$ cat config.mk
export PLATFORM = sky130hd
export DESIGN_NAME = elc_top
export DESIGN_NICKNAME = d
export VERILOG_FILES = /design/src/logic/elc_pkg.sv /design/src/logic/elc_meas_fold.sv /design/src/logic/elc_top.sv
export SDC_FILE = /design/constraint.sdc
export NUM_CORES = 2
export LEC_CHECK = 0
export ABC_AREA = 1
export BUFFER_PORTS_ARGS = -buffer_cell sky130_fd_sc_hd__buf_2
export CAP_MARGIN = 30
export CORE_UTILIZATION = 65
export DETAILED_ROUTE_END_ITERATION = 8
export GPL_ROUTABILITY_DRIVEN = 0
export PLACE_DENSITY_LB_ADDON = 0.25
export SYNTH_ARGS = -nofsm -noshare
export SYNTH_HDL_FRONTEND = slang
export SYNTH_SLANG_ARGS = --single-unit
$ cat constraint.sdc
create_clock -name i_clk -period 33.8 [get_ports i_clk]
set_clock_uncertainty 0.05 [all_clocks]
set_input_delay 6.76 -clock i_clk [delete_from_list [all_inputs] [get_ports i_clk]]
set_output_delay 6.76 -clock i_clk [all_outputs]
set_load 0.1 [all_outputs]
$ cat src/logic/elc_pkg.sv
// Package with constants and carrier types for the enclave life-cycle control block
// Behaviour
// - Exactly one control record per enclave instance.
// - Control record used internally; direct software read or write is refused.
// - Create operation allocates a new control record.
// - Create operation sets build measurement to its initial value.
// - Add-page and extend operations fold into build measurement.
// - After init operation the measurement is frozen.
// - Every enclave needs at least one thread record.
// - Entry and exit save and restore per-thread state in its record.
// - Thread flags access only allowed for debug enclaves.
// - Debug step opt-in bit permits single-stepping into that thread.
// - Thread records created by add-page or second-set dynamic operations.
// - Enter into initialized enclave transfers control to enclave code.
// - Exit returns control to the untrusted caller.
// - Successful remove marks the page free for reuse.
// - Linear range is a reservation; pages attach only on commit.
// - Outside software is denied access to enclave pages.
// - With second set, pages may be added to a running enclave.
// - Pages are 4KB units aligned on 4KB boundaries.
package elc_pkg;
   localparam int ENC_N = 4;
   localparam int ENC_W = 2;
   localparam int PAGE_N = 16;
   localparam int PAGE_W = 4;
   localparam int ADDR_W = 32;
   localparam int PAGE_SHIFT = 12;
   localparam int MEAS_W = 32;
   localparam int TSTATE_W = 32;
   localparam logic [MEAS_W-1:0] MEAS_INIT = 32'h6A09E667;
   localparam logic [MEAS_W-1:0] MEAS_MUL = 32'h01000193;
   localparam logic [ADDR_W-1:0] PAGE_OFS_MASK = 32'h00000FFF;
   localparam int FLAG_STEP_BIT = 0;
   localparam int FLAGS_W = 8;

   typedef enum logic [3:0] {
      ELC_OP_CREATE,
      ELC_OP_ADD,
      ELC_OP_EXTEND,
      ELC_OP_INIT,
      ELC_OP_ENTER,
      ELC_OP_EXIT,
      ELC_OP_REMOVE,
      ELC_OP_AUG,
      ELC_OP_FLAGS_RD,
      ELC_OP_FLAGS_WR,
      ELC_OP_ACCESS,
      ELC_OP_RECORD_RD
   } elc_op_t;

   typedef enum logic [2:0] {
      ELC_PT_FREE,
      ELC_PT_CONTROL,
      ELC_PT_THREAD,
      ELC_PT_REG
   } elc_ptype_t;

   typedef enum logic [3:0] {
      ELC_OK,
      ELC_ERR_NO_SPACE,
      ELC_ERR_BAD_ENCLAVE,
      ELC_ERR_LOCKED,
      ELC_ERR_NOT_INIT,
      ELC_ERR_NO_THREAD,
      ELC_ERR_ALIGN,
      ELC_ERR_RANGE,
      ELC_ERR_DENIED,
      ELC_ERR_BAD_PAGE,
      ELC_ERR_NO_EXT2,
      ELC_ERR_BUSY
   } elc_status_t;

   typedef struct packed {
      elc_op_t op;
      logic [ENC_W-1:0] enc;
      logic [PAGE_W-1:0] page;
      logic [ADDR_W-1:0] addr;
      logic [ADDR_W-1:0] size;
      logic [MEAS_W-1:0] data;
      logic thread;
      logic debug;
      logic in_enclave;
      logic [ENC_W-1:0] cur_enc;
   } elc_req_t;

   typedef struct packed {
      elc_status_t status;
      logic [ENC_W-1:0] enc;
      logic [MEAS_W-1:0] data;
      logic [ADDR_W-1:0] target;
      logic in_enclave;
      logic step_ok;
   } elc_rsp_t;
endpackage

$ cat src/logic/elc_meas_fold.sv
// Measurement fold step used for add-page and extend operations
`timescale 1ns/1ns
module elc_meas_fold
   import elc_pkg::*;
(
   input wire logic [elc_pkg::MEAS_W-1:0] i_meas,
   input wire logic [elc_pkg::MEAS_W-1:0] i_data,
   input wire logic [3:0] i_kind,
   output logic [elc_pkg::MEAS_W-1:0] o_meas
);
   import elc_pkg::*;
   logic [2*MEAS_W-1:0] prod;

   // Multiply-xor fold, kind mixed in so add and extend differ
   always_comb
   begin
      prod = {32'h00000000, i_meas ^ i_data ^ {28'h0000000, i_kind}} * {32'h00000000, MEAS_MUL};
      o_meas = prod[MEAS_W-1:0] ^ {i_meas[15:0], i_meas[31:16]};
   end
endmodule

$ cat src/logic/elc_top.sv
// Enclave life-cycle control: records, measurement, threads, pages, access checks
`timescale 1ns/1ns
module elc_top
   import elc_pkg::*;
(
   input wire logic i_clk,
   input wire logic i_rst,
   input wire logic i_ext2_en,
   input wire logic i_req_valid,
   input wire elc_pkg::elc_req_t i_req,
   output logic o_rsp_valid,
   output elc_pkg::elc_rsp_t o_rsp
);
   import elc_pkg::*;

   // Per-enclave control record, never visible to software
   logic [ENC_N-1:0] enc_valid;
   logic [ENC_N-1:0] enc_locked;
   logic [ENC_N-1:0] enc_debug;
   logic [MEAS_W-1:0] enc_meas [ENC_N];
   logic [ADDR_W-1:0] enc_base [ENC_N];
   logic [ADDR_W-1:0] enc_size [ENC_N];
   logic [3:0] enc_threads [ENC_N];

   // Page map
   elc_ptype_t pg_type [PAGE_N];
   logic [ENC_W-1:0] pg_owner [PAGE_N];
   logic [ADDR_W-1:0] pg_lin [PAGE_N];
   logic [FLAGS_W-1:0] pg_flags [PAGE_N];
   logic [TSTATE_W-1:0] pg_tstate [PAGE_N];
   logic [PAGE_W-1:0] pg_busy_thr;
   logic [PAGE_N-1:0] pg_busy;

   // Decode helpers
   logic [ENC_W-1:0] free_enc;
   logic have_free_enc;
   logic [PAGE_N-1:0] free_vec;
   logic aligned;
   logic in_range;
   logic [MEAS_W-1:0] folded;
   elc_status_t next_status;
   logic [ENC_W-1:0] e;
   logic [PAGE_W-1:0] p;

   assign e = i_req.enc;
   assign p = i_req.page;

   // Free page view, one entry per page
   genvar gi;
   generate
      for (gi = 0; gi < PAGE_N; gi++)
      begin : g_free
         assign free_vec[gi] = (pg_type[gi] == ELC_PT_FREE);
      end
   endgenerate

   // First unused enclave slot
   always_comb
   begin
      free_enc = '0;
      have_free_enc = 1'b0;
      for (int k = ENC_N - 1; k >= 0; k--)
      begin
         if (!enc_valid[k])
         begin
            free_enc = k[ENC_W-1:0];
            have_free_enc = 1'b1;
         end
      end
   end

   // Address checks on the 4KB page grid
   assign aligned = ((i_req.addr & PAGE_OFS_MASK) == 32'h00000000);
   assign in_range = (i_req.addr >= enc_base[e]) && ((i_req.addr - enc_base[e]) < enc_size[e]);

   elc_meas_fold u_fold (
      .i_meas(enc_meas[e]),
      .i_data(i_req.op == ELC_OP_ADD ? i_req.addr : i_req.data),
      .i_kind(i_req.op),
      .o_meas(folded)
   );

   // Legality of each operation
   always_comb
   begin
      next_status = ELC_OK;
      case (i_req.op)
         ELC_OP_CREATE:
         begin
            if (!have_free_enc || !free_vec[p])
               next_status = ELC_ERR_NO_SPACE;
            else if (((i_req.addr | i_req.size) & PAGE_OFS_MASK) != 32'h00000000)
               next_status = ELC_ERR_ALIGN;
         end
         ELC_OP_ADD, ELC_OP_AUG:
         begin
            if (!enc_valid[e])
               next_status = ELC_ERR_BAD_ENCLAVE;
            else if (i_req.op == ELC_OP_ADD && enc_locked[e])
               next_status = ELC_ERR_LOCKED;
            else if (i_req.op == ELC_OP_AUG && !i_ext2_en)
               next_status = ELC_ERR_NO_EXT2;
            else if (i_req.op == ELC_OP_AUG && !enc_locked[e])
               next_status = ELC_ERR_NOT_INIT;
            else if (!free_vec[p])
               next_status = ELC_ERR_NO_SPACE;
            else if (!aligned)
               next_status = ELC_ERR_ALIGN;
            else if (!in_range)
               next_status = ELC_ERR_RANGE;
         end
         ELC_OP_EXTEND:
         begin
            if (!enc_valid[e])
               next_status = ELC_ERR_BAD_ENCLAVE;
            else if (enc_locked[e])
               next_status = ELC_ERR_LOCKED;
         end
         ELC_OP_INIT:
         begin
            if (!enc_valid[e])
               next_status = ELC_ERR_BAD_ENCLAVE;
            else if (enc_locked[e])
               next_status = ELC_ERR_LOCKED;
            else if (enc_threads[e] == 4'h0)
               next_status = ELC_ERR_NO_THREAD;
         end
         ELC_OP_ENTER:
         begin
            if (!enc_valid[e] || pg_owner[p] != e)
               next_status = ELC_ERR_BAD_ENCLAVE;
            else if (!enc_locked[e])
               next_status = ELC_ERR_NOT_INIT;
            else if (pg_type[p] != ELC_PT_THREAD)
               next_status = ELC_ERR_BAD_PAGE;
            else if (pg_busy[p] || i_req.in_enclave)
               next_status = ELC_ERR_BUSY;
         end
         ELC_OP_EXIT:
         begin
            if (!i_req.in_enclave || !pg_busy[pg_busy_thr])
               next_status = ELC_ERR_DENIED;
         end
         ELC_OP_REMOVE:
         begin
            if (pg_type[p] == ELC_PT_FREE)
               next_status = ELC_ERR_BAD_PAGE;
            else if (pg_busy[p])
               next_status = ELC_ERR_BUSY;
            else if (pg_type[p] == ELC_PT_CONTROL && enc_threads[pg_owner[p]] != 4'h0)
               next_status = ELC_ERR_BUSY;
         end
         ELC_OP_FLAGS_RD, ELC_OP_FLAGS_WR:
         begin
            if (pg_type[p] != ELC_PT_THREAD)
               next_status = ELC_ERR_BAD_PAGE;
            else if (!enc_debug[pg_owner[p]])
               next_status = ELC_ERR_DENIED;
         end
         ELC_OP_ACCESS:
         begin
            if (pg_type[p] == ELC_PT_FREE)
               next_status = ELC_ERR_BAD_PAGE;
            else if (pg_type[p] != ELC_PT_REG || !i_req.in_enclave || i_req.cur_enc != pg_owner[p])
               next_status = ELC_ERR_DENIED;
         end
         ELC_OP_RECORD_RD:
            next_status = ELC_ERR_DENIED;
         default:
            next_status = ELC_ERR_DENIED;
      endcase
   end

   // Control record table
   always_ff @(posedge i_clk)
   begin
      if (i_rst)
      begin
         enc_valid <= '0;
         enc_locked <= '0;
         enc_debug <= '0;
         for (int k = 0; k < ENC_N; k++)
         begin
            enc_meas[k] <= '0;
            enc_base[k] <= '0;
            enc_size[k] <= '0;
            enc_threads[k] <= '0;
         end
      end
      else if (i_req_valid && next_status == ELC_OK)
      begin
         case (i_req.op)
            ELC_OP_CREATE:
            begin
               enc_valid[free_enc] <= 1'b1;
               enc_locked[free_enc] <= 1'b0;
               enc_debug[free_enc] <= i_req.debug;
               enc_meas[free_enc] <= MEAS_INIT;
               enc_base[free_enc] <= i_req.addr;
               enc_size[free_enc] <= i_req.size;
               enc_threads[free_enc] <= 4'h0;
            end
            ELC_OP_ADD, ELC_OP_EXTEND:
            begin
               enc_meas[e] <= folded;
               if (i_req.op == ELC_OP_ADD && i_req.thread)
                  enc_threads[e] <= enc_threads[e] + 4'h1;
            end
            ELC_OP_AUG:
               if (i_req.thread)
                  enc_threads[e] <= enc_threads[e] + 4'h1;
            ELC_OP_INIT:
               enc_locked[e] <= 1'b1;
            ELC_OP_REMOVE:
            begin
               if (pg_type[p] == ELC_PT_CONTROL)
                  enc_valid[pg_owner[p]] <= 1'b0;
               else if (pg_type[p] == ELC_PT_THREAD)
                  enc_threads[pg_owner[p]] <= enc_threads[pg_owner[p]] - 4'h1;
            end
            default: ;
         endcase
      end
   end

   // Page map updates
   always_ff @(posedge i_clk)
   begin
      if (i_rst)
      begin
         for (int k = 0; k < PAGE_N; k++)
         begin
            pg_type[k] <= ELC_PT_FREE;
            pg_owner[k] <= '0;
            pg_lin[k] <= '0;
            pg_flags[k] <= '0;
         end
      end
      else if (i_req_valid && next_status == ELC_OK)
      begin
         case (i_req.op)
            ELC_OP_CREATE:
            begin
               pg_type[p] <= ELC_PT_CONTROL;
               pg_owner[p] <= free_enc;
            end
            ELC_OP_ADD, ELC_OP_AUG:
            begin
               pg_type[p] <= i_req.thread ? ELC_PT_THREAD : ELC_PT_REG;
               pg_owner[p] <= e;
               pg_lin[p] <= i_req.addr;
               pg_flags[p] <= '0;
            end
            ELC_OP_REMOVE:
               pg_type[p] <= ELC_PT_FREE;
            ELC_OP_FLAGS_WR:
               pg_flags[p] <= i_req.data[FLAGS_W-1:0];
            default: ;
         endcase
      end
   end

   // Thread state save and restore across entry and exit
   always_ff @(posedge i_clk)
   begin
      if (i_rst)
      begin
         pg_busy <= '0;
         pg_busy_thr <= '0;
         for (int k = 0; k < PAGE_N; k++)
            pg_tstate[k] <= '0;
      end
      else if (i_req_valid && next_status == ELC_OK)
      begin
         if (i_req.op == ELC_OP_ENTER)
         begin
            pg_busy[p] <= 1'b1;
            pg_busy_thr <= p;
         end
         else if (i_req.op == ELC_OP_EXIT)
         begin
            pg_busy[pg_busy_thr] <= 1'b0;
            pg_tstate[pg_busy_thr] <= i_req.data;
         end
      end
   end

   // Registered answer
   always_ff @(posedge i_clk)
   begin
      if (i_rst)
      begin
         o_rsp_valid <= 1'b0;
         o_rsp <= '0;
      end
      else
      begin
         o_rsp_valid <= i_req_valid;
         o_rsp.status <= next_status;
         o_rsp.enc <= (i_req.op == ELC_OP_CREATE) ? free_enc : e;
         o_rsp.data <= '0;
         o_rsp.target <= '0;
         o_rsp.in_enclave <= i_req.in_enclave;
         o_rsp.step_ok <= 1'b0;
         if (i_req_valid && next_status == ELC_OK)
         begin
            case (i_req.op)
               ELC_OP_ENTER:
               begin
                  o_rsp.in_enclave <= 1'b1;
                  o_rsp.target <= pg_lin[p];
                  o_rsp.data <= pg_tstate[p];
                  o_rsp.step_ok <= enc_debug[e] && pg_flags[p][FLAG_STEP_BIT];
               end
               ELC_OP_EXIT:
               begin
                  o_rsp.in_enclave <= 1'b0;
                  o_rsp.target <= i_req.addr;
               end
               ELC_OP_FLAGS_RD:
                  o_rsp.data <= {24'h000000, pg_flags[p]};
               default:
               begin
               end
            endcase
         end
      end
   end

   // Assertions
   a_meas_locked_hold: assert property (@(posedge i_clk) disable iff (i_rst)
      (enc_locked[e] && i_req_valid && i_req.op != ELC_OP_CREATE) |=> enc_meas[$past(e)] == $past(enc_meas[e]))
      else $error("measurement changed after lock");
   a_add_locked_rej: assert property (@(posedge i_clk) disable iff (i_rst)
      (i_req_valid && enc_valid[e] && enc_locked[e] && (i_req.op == ELC_OP_ADD || i_req.op == ELC_OP_EXTEND))
      |=> o_rsp_valid && o_rsp.status == ELC_ERR_LOCKED)
      else $error("add or extend on locked enclave not rejected");
   a_record_rd_deny: assert property (@(posedge i_clk) disable iff (i_rst)
      (i_req_valid && i_req.op == ELC_OP_RECORD_RD) |=> o_rsp.status == ELC_ERR_DENIED && o_rsp.data == '0)
      else $error("control record read not refused");
   a_init_needs_thr: assert property (@(posedge i_clk) disable iff (i_rst)
      (i_req_valid && i_req.op == ELC_OP_INIT && !enc_locked[e] && enc_threads[e] == 4'h0) |=> !enc_locked[$past(e)])
      else $error("enclave locked without thread record");
   a_create_meas_init: assert property (@(posedge i_clk) disable iff (i_rst)
      (i_req_valid && i_req.op == ELC_OP_CREATE && next_status == ELC_OK)
      |=> enc_meas[$past(free_enc)] == MEAS_INIT && enc_valid[$past(free_enc)])
      else $error("create did not set initial measurement");
   a_remove_frees: assert property (@(posedge i_clk) disable iff (i_rst)
      (i_req_valid && i_req.op == ELC_OP_REMOVE && next_status == ELC_OK) |=> pg_type[$past(p)] == ELC_PT_FREE)
      else $error("removed page not free");
   a_flags_debug_only: assert property (@(posedge i_clk) disable iff (i_rst)
      (i_req_valid && i_req.op == ELC_OP_FLAGS_WR && !enc_debug[pg_owner[p]])
      |=> pg_flags[$past(p)] == $past(pg_flags[p]) && o_rsp.status != ELC_OK)
      else $error("thread flags reached on non-debug enclave");
   a_enter_needs_init: assert property (@(posedge i_clk) disable iff (i_rst)
      (o_rsp_valid && o_rsp.in_enclave && $past(i_req.op) == ELC_OP_ENTER && o_rsp.status == ELC_OK)
      |-> $past(enc_locked[i_req.enc]))
      else $error("entry into uninitialized enclave");
   a_outside_denied: assert property (@(posedge i_clk) disable iff (i_rst)
      (i_req_valid && i_req.op == ELC_OP_ACCESS && !i_req.in_enclave) |=> o_rsp.status != ELC_OK)
      else $error("outside software reached enclave page");
   a_aug_needs_ext2: assert property (@(posedge i_clk) disable iff (i_rst)
      (i_req_valid && i_req.op == ELC_OP_AUG && enc_valid[e] && !i_ext2_en) |=> o_rsp.status == ELC_ERR_NO_EXT2)
      else $error("dynamic add without second set");
endmodule

==> results.toml <==
[sta]
hold_ws_ns = 0.417
tightest_slew_ns = 1.11
period_needed_ns = 15.65
setup_violations = 0
setup_tns_ns = 0
max_freq_ghz = 0.0639
rsz0062_at_grt = "no"
layout_setup_ws_ns = 18.15
max_slew_margin_pct = 24.7
fin_crit_sh_pct = 46.3
final_hold_viol_count = 0
maxSlewViolCount = 0

[clocking]
cts_resized = 0
clkSinkCount = 1593
htreeDepth = 4
post_cts_buffers = 0
cts-root-buf = "clkbuf_16"
clkTransAtPathRegs_ns = 0.06
insertion_delay_ns = 0.79
post_cts_hold_buffer_count = 0
clockBufferDepth = 3
cts_tree = "done"
cts_made_buffers = 155

[drt]
drtPass1Iterations = 6
viasPerCell = 6.46
drt_iter0_markers = 7780
avgRoutedWirePerCell_um = 25.3
drt-total-wl_um = 187000
vias = 47939
post-route-drc-count = 0
ant_nets = 0

[floorplan]
std_cell_rows = 117
initial_core_util_pct = 65.7
coreArea_mm2 = 0.102
fp.dieW_um = 323
die-height_um = 323
io_pins = 188
fp.dieArea_mm2 = 0.105

[setup_path]
reg2reg_depth = 41
critPathRequiredTime_ns = 34.25
critPathBufInv = 6
cp_max_fo = 64
crit_family = "simple AND/OR/NAND/NOR gates"
end_kind = "flop"
ff2ff_setup_slack_ns = 24.88
rr_endpoint = "pg_type[14][1]"
worstSetupPathType = "in2reg"
crit_path_top_delay_cell = "nor2_1"
start_kind = "primary input"
max_stage_delay_ns = 0.81
worstPathArrival_ns = 16.10
path_common_cell = "nand2_1"
r2r-start = "enc_base[0][2]"

[pwr]
irDropWorstVdd_mv = 0.0490
leakagePower_uw = 0.0281
p_per_area_mw_per_mm2 = 57.6

[final_layout]
synthToLayoutAreaGrowth_pct = 12.2
drive_gt1_share_pct = 9.72
nets = 6102
fill_cells = 6633

[logic_synthesis]
synth_area_mm2 = 0.0672
synth.most_common_cell = "edfxtp_1"
async_reset_ff_share_pct = 0
netlist_top_cells_area = "edfxtp_1 (67%), nor2_1 (7.4%), a22oi_1 (6.5%)"
synthTopCellsByCount = "edfxtp_1 (1488), nor2_1 (1333), a22oi_1 (582)"
synthFlopType = "edfxtp_1"
ys_types = 48
synth_top_area_share_pct = 66.5
netlist_instances = 5619
synth_seq_cells = 1593
synth_edf_count = 1488
postSynthAreaPerCell_um2 = 12.0
ys_warn_count = 0
synth_top_area_cell = "edfxtp_1"
synth-seq-area-share_pct = 69.7

[min_path]
min_path_cells = 2
min_from = "enc_locked[0]"
hold_path.class = "reg2reg"
hold_path_end = "enc_locked[0]"

[place]
dp_hpwl_um = 117000
io_buffers = 187
pre_cts_ws_ns = 17.61

[run]
maxCapViolCount = 0

[global_route]
track_usage_pct = 35.7
antenna_found_initial = 5
grt_max_degree = 145
grt_pass1_vias = 45232
grt_pass1_wl_um = 275000
grt-ovfl-total = 0

[outcome]
status = "finished clean"
metal layers:
layer  vias up  part of all wire (%)  GRT usage (%)
met1     23193                    36           49.9
met2      3451                    46           54.1
met3       530                    13           8.44
met5         -                 0.027              0
li1      20757                     -              -
met4         8                   4.2           15.2
state kept, by name, summed over array words and instances (netlist names):
| signal | count |
|---|---|
| enc_base | 128 |
| enc_debug | 4 |
| enc_locked | 4 |
| enc_size | 128 |
| enc_threads | 16 |
| enc_valid | 4 |
| o_rsp | 72 |
| o_rsp_valid | 1 |
| pg_busy | 16 |
| pg_busy_thr | 4 |
| pg_flags | 128 |
| pg_lin | 512 |
| pg_owner | 32 |
| pg_tstate | 512 |
| pg_type | 32 |
where the power goes:
group          switching [µW]  internal (µW)  total [µW]
Sequential               24.2           2230        2260
Combinational             233           82.8         316
Clock                     756           1010        1770
worst register-to-register path, delay by kind of cell, from the launching register on:
kind,cells,cell delay [ns]
flops,1,0.39
simple gates,28,4.93
compound gates,8,1.80
buf+inv,2,0.79
fa+ha+maj,2,0.57
xor+xnor,1,0.12
cell usage in the layout (no fill, tap or decap), types with 31 or more instances in the layout:
cell type	instances
ha_1	66
a22o_1	63
clkinv_2	33
buf_4	44
o41a_1	31
a21oi_1	407
edfxtp_1	1488
clkbuf_1	34
a22oi_1	582
clkbuf_16	159
buf_2	192
a221oi_1	66
nand2_2	48
dfxtp_1	105
clkinv_1	43
nand2_1	440
inv_1	211
nand3_1	45
conb_1	288
o21ai_0	76
nor2_1	1327
through the flow:
step           instance area, µm²  utilization [%]  total power, µW  instances
6_report                    75400             73.8             4340       7421
5_1_grt                     75400             73.8             4440       7418
4_1_cts                     75300             73.7             4330       7410
3_5_place_dp                70100             68.6             2600       7123
3_3_place_gp                69900             68.4             2590       7111
2_1_floorplan               68200                -             2490       5906
worst max path at each step:
stage          startpoint        endpoint  slack (ns)  depth (start not counted)
2_1_floorplan  i_req[105]  enc_base[0][0]       16.79                         39
3_3_place_gp   i_req[105]  pg_type[14][0]       18.08                         44
3_5_place_dp   i_req[105]  pg_type[14][0]       17.61                         41
4_1_cts        i_req[105]  pg_type[14][0]       18.37                         41
5_1_grt        i_req[105]  pg_type[14][0]       17.25                         41
6_report       i_req[105]  pg_type[14][1]       18.15                         41
kinds of logic (layout without fill, tap and decap cells):
logic type	after synthesis	in the layout	synth area share, %
buffers and inverters	646	790	3.81
xor gates and xnor gates	36	36	0.469
other	1	291	0.00558
adders and majority gates	67	67	1.26
and+or+nand+nor	1961	1961	11.5
DFF	1593	1593	69.7
AOI/OAI and AO/OA	1315	1315	13.3
layout make-up:
class                      count  area, µm²  share of cell area, %
antenna                        3       7.51                0.00996
multi-input combinational   3667      19100                   25.3
sequential                  1593      46800                   62.1
timing repair buffer         254       1630                   2.16
clock buffer                 203       4240                   5.63
clock inverter                84        936                   1.24
inverter                     249        957                   1.27
tap                         1368       1710                   2.27
(Power assumes the default switching activity.)
